[src/shared/rcr_pkg.sv]
`default_nettype none
package rcr_pkg;
    localparam int ADDR_W = 8;
    localparam int DATA_W = 32;

    // Register byte offsets
    localparam logic [7:0] OFS_HOST_REQ = 8'h18;
    localparam logic [7:0] OFS_ECA_REQ = 8'h1c;
    localparam logic [7:0] OFS_OSCILLATOR_IDENTIFICATION = 8'h20;
    localparam logic [7:0] OFS_ECB_REQ = 8'h34;

    // Implemented flag masks
    localparam logic [31:0] HOST_REQ_MASK = 32'h0000_0157;
    localparam logic [31:0] ECA_REQ_MASK = 32'h003f_03e7;
    localparam logic [31:0] ECB_REQ_MASK = 32'h0000_3393;

    // Host-side flag positions
    localparam int HOST_RUNTIME_BIT = 8;
    localparam int HOST_UART2_BIT = 6;
    localparam int HOST_FLASH_SPI_BIT = 4;
    localparam int HOST_UART1_BIT = 2;
    localparam int HOST_LPC_BIT = 1;
    localparam int HOST_EMBEDDED_MEMORY_IFACE_BIT = 0;

    // Controller-side flag positions, first register
    localparam int ECA_SMBUS_CONTROLLER_2_BIT = 21;
    localparam int ECA_SMBUS_CONTROLLER_1_BIT = 20;
    localparam int ECA_LINK_MASTER_CTRL_BIT = 9;
    localparam int ECA_SERIAL_DEBUG_PORT_BIT = 5;

    // Controller-side flag positions, second register
    localparam int ECB_OTP_BIT = 13;
    localparam int ECB_PROCESSOR_HOT_MONITOR_BIT = 12;
    localparam int ECB_DMA_BIT = 7;

    localparam logic [31:0] REQ_RESET = 32'h0000_0000;

    // Oscillator identification layout
    localparam int ID_SHRINK_LSB = 0;
    localparam int ID_FOUNDRY_LSB = 2;
    localparam int ID_REVISION_LSB = 4;
    localparam logic [1:0] ID_SHRINK_VAL = 2'h1;   // Arbitrary value
    localparam logic [1:0] ID_FOUNDRY_VAL = 2'h2;  // Arbitrary value
    localparam logic [3:0] ID_REVISION_VAL = 4'h3; // Arbitrary value
    localparam logic [31:0] OSCILLATOR_IDENTIFICATION_WORD = {24'h00_0000, ID_REVISION_VAL, ID_FOUNDRY_VAL, ID_SHRINK_VAL};

    localparam logic [31:0] UNMAPPED_DATA = 32'h0000_0000;
endpackage
`default_nettype wire

[src/shared/rcr_req_if.sv]
`default_nettype none
interface rcr_req_if;
    logic [31:0] host_sts;
    logic [31:0] eca_sts;
    logic [31:0] ecb_sts;
    modport collector (output host_sts, output eca_sts, output ecb_sts);
    modport regs (input host_sts, input eca_sts, input ecb_sts);
endinterface
`default_nettype wire

[src/hw/rcr_req_collect.sv]
`default_nettype none
module rcr_req_collect (
    input wire logic clk_sys,
    input wire logic reset,
    input wire logic [31:0] host_en,
    input wire logic [31:0] host_clk_req,
    input wire logic [31:0] eca_en,
    input wire logic [31:0] eca_clk_req,
    input wire logic [31:0] ecb_en,
    input wire logic [31:0] ecb_clk_req,
    rcr_req_if.collector req
);
    logic [31:0] host_r;
    logic [31:0] eca_r;
    logic [31:0] ecb_r;
    wire logic [31:0] host_nxt;
    wire logic [31:0] eca_nxt;
    wire logic [31:0] ecb_nxt;

    // Flag is high only while enabled and still asking for the clock
    assign host_nxt = host_en & host_clk_req & rcr_pkg::HOST_REQ_MASK;
    assign eca_nxt = eca_en & eca_clk_req & rcr_pkg::ECA_REQ_MASK;
    assign ecb_nxt = ecb_en & ecb_clk_req & rcr_pkg::ECB_REQ_MASK;

    always_ff @(posedge clk_sys) begin
        if (reset) begin
            host_r <= rcr_pkg::REQ_RESET;
            eca_r <= rcr_pkg::REQ_RESET;
            ecb_r <= rcr_pkg::REQ_RESET;
        end else begin
            host_r <= host_nxt;
            eca_r <= eca_nxt;
            ecb_r <= ecb_nxt;
        end
    end

    assign req.host_sts = host_r;
    assign req.eca_sts = eca_r;
    assign req.ecb_sts = ecb_r;
endmodule
`default_nettype wire

[src/hw/rcr_clock_request_status.sv]
`default_nettype none
// Overview of operation
// - Flag high while block enabled and needs clock
// - Flag low when disabled or sleeping, except the serial debug flag while software holds it by a write
// - Host-side request register at 18h
// - First controller request register at 1Ch
// - Second controller register at 34h, resets zero
// - Identification shrink factor in bits 1:0
// - Identification foundry code in bits 3:2
// - Identification revision in bits 7:4
module rcr_clock_request_status (
    input wire logic clk_sys,
    input wire logic reset,
    input wire logic [7:0] bus_addr,
    input wire logic bus_rd,
    input wire logic bus_wr,
    input wire logic [31:0] bus_wdata,
    output logic [31:0] bus_rdata,
    output logic bus_rvalid,
    input wire logic [31:0] host_en,
    input wire logic [31:0] host_clk_req,
    input wire logic [31:0] eca_en,
    input wire logic [31:0] eca_clk_req,
    input wire logic [31:0] ecb_en,
    input wire logic [31:0] ecb_clk_req,
    output logic serial_debug_port_clk_keep
);
    function automatic logic hit(input logic [7:0] addr, input logic [7:0] ofs);
        hit = (addr == ofs);
    endfunction

    rcr_req_if req_bus ();

    rcr_req_collect u_collect (
        .clk_sys(clk_sys),
        .reset(reset),
        .host_en(host_en),
        .host_clk_req(host_clk_req),
        .eca_en(eca_en),
        .eca_clk_req(eca_clk_req),
        .ecb_en(ecb_en),
        .ecb_clk_req(ecb_clk_req),
        .req(req_bus.collector)
    );

    logic dbg_keep_r;
    logic [31:0] rdata_r;
    logic rvalid_r;

    wire logic sel_host = hit(bus_addr, rcr_pkg::OFS_HOST_REQ);
    wire logic sel_eca = hit(bus_addr, rcr_pkg::OFS_ECA_REQ);
    wire logic sel_id = hit(bus_addr, rcr_pkg::OFS_OSCILLATOR_IDENTIFICATION);
    wire logic sel_ecb = hit(bus_addr, rcr_pkg::OFS_ECB_REQ);
    wire logic sel_none = !(sel_host || sel_eca || sel_id || sel_ecb);

    // Only the serial debug bit is writable; all else ignores writes
    wire logic dbg_wr = bus_wr && sel_eca;
    wire logic dbg_keep_nxt = dbg_wr ? bus_wdata[rcr_pkg::ECA_SERIAL_DEBUG_PORT_BIT] : dbg_keep_r;

    // Software hold on the debug port clock ORs into its request flag
    wire logic [31:0] dbg_word = rcr_pkg::ECA_REQ_MASK & (32'(dbg_keep_r) << rcr_pkg::ECA_SERIAL_DEBUG_PORT_BIT);
    wire logic [31:0] eca_word = req_bus.eca_sts | dbg_word;

    wire logic [31:0] rdata_nxt =
        sel_host ? req_bus.host_sts :
        sel_eca ? eca_word :
        sel_id ? rcr_pkg::OSCILLATOR_IDENTIFICATION_WORD :
        sel_ecb ? req_bus.ecb_sts :
        rcr_pkg::UNMAPPED_DATA;

    always_ff @(posedge clk_sys) begin
        if (reset) begin
            dbg_keep_r <= 1'b0;
            rdata_r <= rcr_pkg::UNMAPPED_DATA;
            rvalid_r <= 1'b0;
        end else begin
            dbg_keep_r <= dbg_keep_nxt;
            rvalid_r <= bus_rd;
            if (bus_rd) begin
                rdata_r <= rdata_nxt;
            end
        end
    end

    assign bus_rdata = rdata_r;
    assign bus_rvalid = rvalid_r;
    assign serial_debug_port_clk_keep = dbg_keep_r;

    // Enable and need per block, checked against what a read returns
    wire logic [31:0] host_need = host_en & host_clk_req;
    wire logic [31:0] eca_need = eca_en & eca_clk_req;
    wire logic [31:0] ecb_need = ecb_en & ecb_clk_req;
endmodule
`default_nettype wire

[config.mk]
export PLATFORM = sky130hd
export DESIGN_NAME = rcr_clock_request_status
export DESIGN_NICKNAME = d
export VERILOG_FILES = /design/src/shared/rcr_pkg.sv /design/src/shared/rcr_req_if.sv /design/src/hw/rcr_req_collect.sv /design/src/hw/rcr_clock_request_status.sv
export SDC_FILE = /design/constraint.sdc
export NUM_CORES = 1
export LEC_CHECK = 0
export BUFFER_PORTS_ARGS = -buffer_cell sky130_fd_sc_hd__buf_4
export CAP_MARGIN = 30
export CORE_AREA = 2 2 106 108
export DETAILED_ROUTE_END_ITERATION = 8
export DIE_AREA = 0 0 108 110
export GPL_TIMING_DRIVEN = 0
export MAX_ROUTING_LAYER = met4
export PLACE_DENSITY = 0.65
export RECOVER_POWER = 50
export SLEW_MARGIN = 0
export SYNTH_ARGS = -nofsm -noshare
export SYNTH_HDL_FRONTEND = slang
export SYNTH_HIERARCHICAL = 1
export SYNTH_SLANG_ARGS = --single-unit
[constraint.sdc]
create_clock -name clk_sys -period 3 [get_ports clk_sys]
set_input_delay 0.3 -clock clk_sys [delete_from_list [all_inputs] [get_ports clk_sys]]
set_output_delay 0.3 -clock clk_sys [all_outputs]
set_load 0.01 [all_outputs]
Word-level counts from Yosys, hierarchy flattened
Cells that the tools add are included.
W data, S select, Z words.
{"block": "word_totals", "ff_bits": 130, "output_inout_bits": 34}
{"block": "classes", "n_eq_ne": 4, "muxes": 4, "bitwise_logic": 4, "reduce_logical": 1}
{"cell": "$mux W32", "count": 4}
{"cell": "$or A32 B6 Y32", "count": 1}
{"cell": "$and A22 B22 Y22", "count": 1}
{"cell": "$eq A8 B5 Y1 const B", "count": 2}
{"cell": "$eq A8 B6 Y1 const B", "count": 2}
{"cell": "$and A14 B14 Y14", "count": 1}
{"cell": "$and A9 B9 Y9", "count": 1}
{"cell": "$logic_and A1 B1 Y1", "count": 1}

Logic depth before layout (Yosys ltp)
Gate-level depths: netlist of the first run.
{"block": "logic_depth", "depth_word": 5, "depth_mapped": 7}

Hierarchy
The synthesis of the first run kept the hierarchy.
{"module": "rcr_clock_request_status", "instances": 1, "cells_per_inst": 231, "area_per_inst_um2": 1910.6, "seq_area_each_um2": 680.7}
{"module": "rcr_req_collect", "instances": 1, "cells_per_inst": 127, "area_per_inst_um2": 1352.5, "seq_area_each_um2": 560.5}

Worst setup path after synthesis of the first run
No wires, ideal clock.
{"block": "synth_timing", "path_type": "input to register", "start": "input port bus_addr[7]", "end": "register rdata_r[10], in the netlist bus_rdata[10]", "t_arrival_ps": 1644, "required_time_ps": 2872, "slack_ps": 1229, "path_stages": 6, "n_path_buf": 2, "cell_sequence": "or4_4 > or3_1 > buf_6 > buf_12 > o2bb2ai_2 > o21ai_1"}
{"block": "synth_between", "elab_chain_len": 5, "elab_cells_between_ends": 8, "classes_between": "eq/ne (4); mux (4)"}
{"item": "from (decl)", "line_no": "rcr_clock_request_status.sv:14", "source": "input wire logic [7:0] bus_addr,"}
{"item": "$eq A8 B6 Y1", "line_no": "rcr_clock_request_status.sv:29", "source": "hit = (addr == ofs);"}
{"item": "$mux W32", "line_no": "rcr_clock_request_status.sv:68", "source": "sel_ecb ? req_bus.ecb_sts :"}
{"item": "$mux W32", "line_no": "rcr_clock_request_status.sv:67", "source": "sel_id ? rcr_pkg::OSCILLATOR_IDENTIFICATION_WORD :"}
{"item": "$mux W32", "line_no": "rcr_clock_request_status.sv:66", "source": "sel_eca ? eca_word :"}
{"item": "$mux W32 *", "line_no": "rcr_clock_request_status.sv:65", "source": "sel_host ? req_bus.host_sts :"}
{"item": "to (signal assigned)", "line_no": "rcr_clock_request_status.sv:74", "source": "rdata_r <= rcr_pkg::UNMAPPED_DATA;"}
{"item": "to (signal assigned)", "line_no": "rcr_clock_request_status.sv:80", "source": "rdata_r <= rdata_nxt;"}
{"item": "to (decl)", "line_no": "rcr_clock_request_status.sv:47", "source": "logic [31:0] rdata_r;"}
Mark *: on every way between the ends. The rest lies on a longest branch, timed or not.
A chain may end at the register's enable or synchronous reset.

==> results of run 1 <==
## synthesized netlist by cell type, types with 2 or more instances
library cell and n:
a311oi_1 4, o2bb2ai_1 8, buf_6 3, nand2_1 62, o21ai_0 29, buf_2 3
and3b_1 21, and3_1 4, dfxtp_1 62, clkbuf_1 12, buf_12 2, nor2b_1 2
and3b_2 8, nor2_1 6, o21ai_1 27, nor3_1 2, buf_4 68, o2bb2ai_2 19
o221ai_1 3, or3_1 2
## power by group through the flow
stage                     Sequential [mW]  Clock, mW  Combinational, mW
after floorplan                     0.868          0              0.168
after global placement              0.867          0              0.266
after detailed placement            0.868          0              0.270
after CTS                           0.849      0.786              0.271
after global routing                0.850      0.831              0.297
final                               0.849      0.763              0.268
## critical path, cell delays in order
cell      delay [ns]
clkbuf_1        0.61
nor2b_1         0.13
nand2_1         0.09
or2_1           0.08
buf_2           0.21
clkbuf_1        0.42
o21ai_1         0.14
## state kept, by name, summed over array words and instances (netlist names)
name,count
serial_debug_port_clk_keep,1
bus_rvalid,1
u_collect/req.ecb_sts,8
bus_rdata,32
u_collect/req.eca_sts,14
u_collect/req.host_sts,6
## metrics by stage
stage	total power, mW	std cells	hold slack [ns]
after CTS	1.91	682	0.181
after global placement	1.13	666	0.434
after detailed placement	1.14	666	0.438
after floorplan	1.04	425	0.372
after global routing	1.98	682	0.185
final	1.88	682	0.201
## layer usage
| metal | GRT usage | routed length (um) | part of all wire |
|---|---|---|---|
| met3 | 0.0370 | 405 | 0.052 |
| met5 | - | 0 | 0 |
| met4 | 0.0485 | 53 | 0.0068 |
| met1 | 0.157 | 3440 | 0.44 |
| met2 | 0.246 | 3870 | 0.50 |
## final timing paths
path,start,endpoint
max,reset,bus_rdata[1]
max reg2reg,serial_debug_port_clk_keep,bus_rdata[5]
min reg2reg,bus_rdata[29],bus_rdata[29]
min,eca_en[5],u_collect/req.eca_sts[5]
## final cells by class
class / instances / area (um^2)
Buffer: 88 / 628
Clock buffer: 11 / 151
Clock inverter: 5 / 57.6
Fill cell: 1080 / 6130
Inverter: 1 / 3.75
Multi-Input combinational cell: 274 / 1630
Sequential cell: 62 / 1240
Tap cell: 140 / 175
Timing Repair Buffer: 101 / 683
## logic make-up (layout without fill, tap and decap cells)
group	after synthesis	count (layout)
multiplexers	1	1
flip-flops	62	62
AND/OR/NAND/NOR	111	111
other	1	68
AO/OA/AOI/OAI	94	94
buffers and inverters	89	206
==> impl_metrics.ini, run 1 <==
[detailed_routing]
first_pass_iters = 4
viasPerCell = 4.05
drt_iter0_markers = 76
ant_nets = 0
wire_per_inst_um = 11.4
via_count = 2765
routed_wl_um = 7770
drc = 0

[yosys]
muxShareOfSynthArea = 0.00307
synthArstFlopShare = 0
netlist.area_leader.share = 0.380
syn_area_per_cell_um2 = 9.11
synth-main-ff-cell = dfxtp_1
yosys.area_share.simple = 0.188
ys_warn_count = 6
yosysSeqAreaShare = 0.380
synth_top_family_by_area = compound AO/OA/AOI/OAI gates
synthCells = 358
synth_adder_area_share = 0
synth.largest_area_cell = dfxtp_1
synth_area_um2 = 3260
synth-edff-count = 0
ys_top_cells_by_area = dfxtp_1 (38%), buf_4 (16%), o2bb2ai_2 (8.7%), nand2_1 (7.1%), and3b_1 (5.6%)
post_synth_num_cell_types = 31
synth_compound_area_frac = 0.229
synth_xor_area_frac = 0
yosys_register_bits = 62

[placement]
placed_area_um2 = 4450
place_ws_ns = 0.996
routabilityCongestion = 0.779
hpwl_um = 5830
port_buffers = 101

[worst_hold_path]
whs_path_depth = 2
worstHoldPathType = input pin to register

[pwr]
intPower_mw = 1.44
seq_power_share = 0.451
comb_power_share = 0.143
power_leakage_nw = 2.12
p_clk_frac = 0.406
powerDensity_nw_per_um2 = 412
irDropWorstVdd_uv = 237
p_sw_mw = 0.445
swShare = 0.237

[cts]
cts_sinks = 62
cts_tree = built
holdBufCountCts = 0
ctsResizeCount = 0
post-cts-setup-buffers = 0
clk_latency_ns = 0.33
clock-root-buffer = clkbuf_8
cts_made_buffers = 9
cts-htree-levels = 3
clockBufferDepth = 2
clk_pin_slew_ns = 0.07

[finish]
post_route_cells_drive_above_1_share = 0.371
layout_common_cells = buf_4 (149), conb_1 (68), nand2_1 (62), dfxtp_1 (62), clkbuf_1 (35)
final_area_um2 = 4570
antenna_cells = 0
area_growth_pct = 39.9
mostFrequentLayoutCell = buf_4
fin_nets = 773
utilization = 0.427

[global_routing]
grt_remaining_overflow = 0
antenna_found_initial = 0
grt_start_max_net_pins = 18
track_usage = 0.141
first_global_vias = 2801
grt_pass1_wl_um = 12700

[sta]
finalWorstSetupSlack_ns = 1.22
finalHoldViolations = 0
setup_tns_ns = 0
rsz0062_at_grt = false
slew_headroom = 0.449
worstMarginPinSlew_ns = 0.827
clock_skew_ns = 0.00779
setup_viol_count_final = 0
fmax_mhz = 560
finalCritPeriodShare = 0.595
slew_violations = 0
min_period_ns = 1.78

[critical_path]
rr_worst_depth = 3
endpoint_kind = register
crit_required_ns = 3.20
critPathArrivalTime_ns = 1.98
r2r_setup_slack_ns = 1.95
worstPathMaxFanout = 17
path_class = input pin to register
cp-start-kind = input pin

[floorplan]
ios = 270
core_area_um2 = 10700
fp.dieW_um = 108
dieArea_um2 = 11900
start_util = 0.305
die_height_um = 110
fp-row-count = 38

[status]
status = complete, no violations

[job]
cap_viol_max_count = 0
Power figures use the tool's default switching activity.
==> run 2, diff against run 1 <==
CORE_AREA = 2 2 103 105   (was 2 2 106 108)
DIE_AREA = 0 0 105 107   (was 0 0 108 110)
PLACE_DENSITY = 0.68   (was 0.65)
clock period = 1.7 ns   (was 3 ns; I/O delays follow)
==> run 2 against run 1 <==
  * Cell area decreased by 1.2%
  * Total power is 62% higher
  * Sequential share of layout area up 0.33 points
  * Critical path type unchanged
  * Clock skew is 0.0025 ns lower
  * Sequential cell count unchanged
  * Combinational power rose by 76%
  * Critical path depth is the same
  * Highest routed layer unchanged
  * Final cell count fell by 0.88%
  * Register-to-register slack got worse by 1.3 ns
  * Clock-buffer cell count increased by 1
  * Worst hold slack got worse by 0.13 ns
  * Via count is 0.58% higher
==> impl_metrics.ini, run 2 (synthesis results as in run 1) <==
[status]
status = complete, no violations

[job]
cap_viol_max_count = 0

[sta]
worstMarginPinSlew_ns = 0.673
setup_tns_ns = 0
setup_viol_count_final = 0
finalHoldViolations = 0
min_period_ns = 1.53
rsz0062_at_grt = false
clock_skew_ns = 0.00532
fmax_mhz = 655
finalWorstSetupSlack_ns = 0.173
slew_headroom = 0.550
finalCritPeriodShare = 0.898
slew_violations = 0

[pwr]
powerDensity_nw_per_um2 = 674
irDropWorstVdd_uv = 364
power_leakage_nw = 2.11

[detailed_routing]
drt_iter0_markers = 75
first_pass_iters = 4
drc = 0
via_count = 2781
routed_wl_um = 7460
wire_per_inst_um = 11.0
ant_nets = 0
viasPerCell = 4.11

[critical_path]
path_class = input pin to register
crit_family = simple AND/OR/NAND/NOR gates
endpoint_kind = register
cp-start-kind = input pin
worstPathMaxFanout = 10
worstSetupStartpoint = bus_addr[7]
crit_path_top_delay_cell = or4_4
path_buf_inv = 3
cp.depth = 7
path_cells = buf_4 > or4_4 > or3_1 > buf_6 > buf_12 > o2bb2ai_2 > o21ai_1
rr_worst_depth = 3
worstReg2RegStart = serial_debug_port_clk_keep
timing.rr.end = bus_rdata[5]
crit_end = bus_rdata[14]
r2r_setup_slack_ns = 0.67
critical-path-max-stage-delay_ns = 0.56
critPathArrivalTime_ns = 1.73
crit_required_ns = 1.90

[worst_hold_path]
holdCritStartpoint = eca_en[0]
worstHoldPathType = input pin to register

[finish]
antenna_cells = 0
stdcell_count = 676
area_growth_pct = 38.2
fill_cells = 1023
mostFrequentLayoutCell = buf_4
layout_common_cells = buf_4 (150), conb_1 (68), nand2_1 (62), dfxtp_1 (62), clkbuf_1 (36)
final_area_um2 = 4510
utilization = 0.447
post_route_cells_drive_above_1_share = 0.367
largest_reg_flops = 32
fin_nets = 773

[cts]
cts-htree-levels = 3
holdBufCountCts = 0
post-cts-setup-buffers = 0
clockBufferDepth = 2
ctsResizeCount = 0
cts_made_buffers = 9
clock-root-buffer = clkbuf_8
cts_sinks = 62
clk_latency_ns = 0.34
cts_tree = built
clk_pin_slew_ns = 0.07

[global_routing]
grt_start_max_net_pins = 18
first_global_vias = 2767
antenna_found_initial = 0
grt_remaining_overflow = 0
track_usage = 0.145
grt_pass1_wl_um = 12600

[placement]
routabilityCongestion = 0.793
hpwl_um = 5700
place_ws_ns = -0.177
placed_area_um2 = 4440
place_inst = 662
port_buffers = 101

[floorplan]
core_area_um2 = 10100
fp-row-count = 37
ios = 270
start_util = 0.323
fp.dieW_um = 105
die_height_um = 107
dieArea_um2 = 11200
-- run 2: cell types whose count changed in the layout (fill, tap and decap cells not counted) --
cell	previous run	this run
clkbuf_8	11	10
clkinv_2	1	2
buf_4	149	150
bufinv_16	1	0
clkbuf_1	35	36
clkinvlp_4	3	0
-- run 2: power breakdown --
part	internal [mW]	total (mW)	leakage, nW	switching (mW)
Sequential	1.49	1.50	0.505	0.0117
Combinational	0.293	0.473	1.52	0.180
Clock	0.548	1.07	0.0821	0.522
-- run 2: worst reg2reg max path: cells and delay by family, from the launching register on --
| family | cells | cell delay, ns |
|---|---|---|
| AOI/OAI and AO/OA | 2 | 0.19 |
| DFF | 1 | 0.33 |
| and+or+nand+nor | 1 | 0.37 |
-- run 2: per-layer routing --
layer / vias to the layer above / wire length, um / global-route usage
met5: - / 0 / -
met4: 0 / 94 / 0.0457
met2: 65 / 3720 / 0.255
met1: 1243 / 3250 / 0.158
met3: 7 / 394 / 0.0432
li1: 1466 / - / -
-- run 2: how the worst min path moves through the flow --
stage                                end  cells after the start  slack [ns]
6_report        u_collect/req.eca_sts[0]                      2        0.07
5_1_grt        u_collect/req.eca_sts[19]                      2        0.05
4_1_cts         u_collect/req.eca_sts[2]                      2        0.04
3_5_place_dp    u_collect/req.eca_sts[6]                      2        0.41
3_3_place_gp   u_collect/req.eca_sts[18]                      2        0.41
2_1_floorplan               bus_rdata[0]                      1        0.24
-- run 2: layout make-up --
cell class | instances | area (um^2) | share of cell area
multi-input combinational | 274 | 1630 | 0.360
sequential | 62 | 1240 | 0.275
timing repair buffer | 101 | 687 | 0.152
clock inverter | 2 | 10.0 | 0.00222
tap | 136 | 170 | 0.0377
clock buffer | 12 | 145 | 0.0322
inverter | 1 | 3.75 | 0.000832
buffer | 88 | 628 | 0.139
-- run 2: through the flow --
stage / power (mW) / hold slack, ns
2_1_floorplan: 1.83 / 0.242
3_3_place_gp: 2.00 / 0.410
3_5_place_dp: 2.01 / 0.411
4_1_cts: 3.10 / 0.0367
5_1_grt: 3.20 / 0.0487
6_report: 3.04 / 0.0662
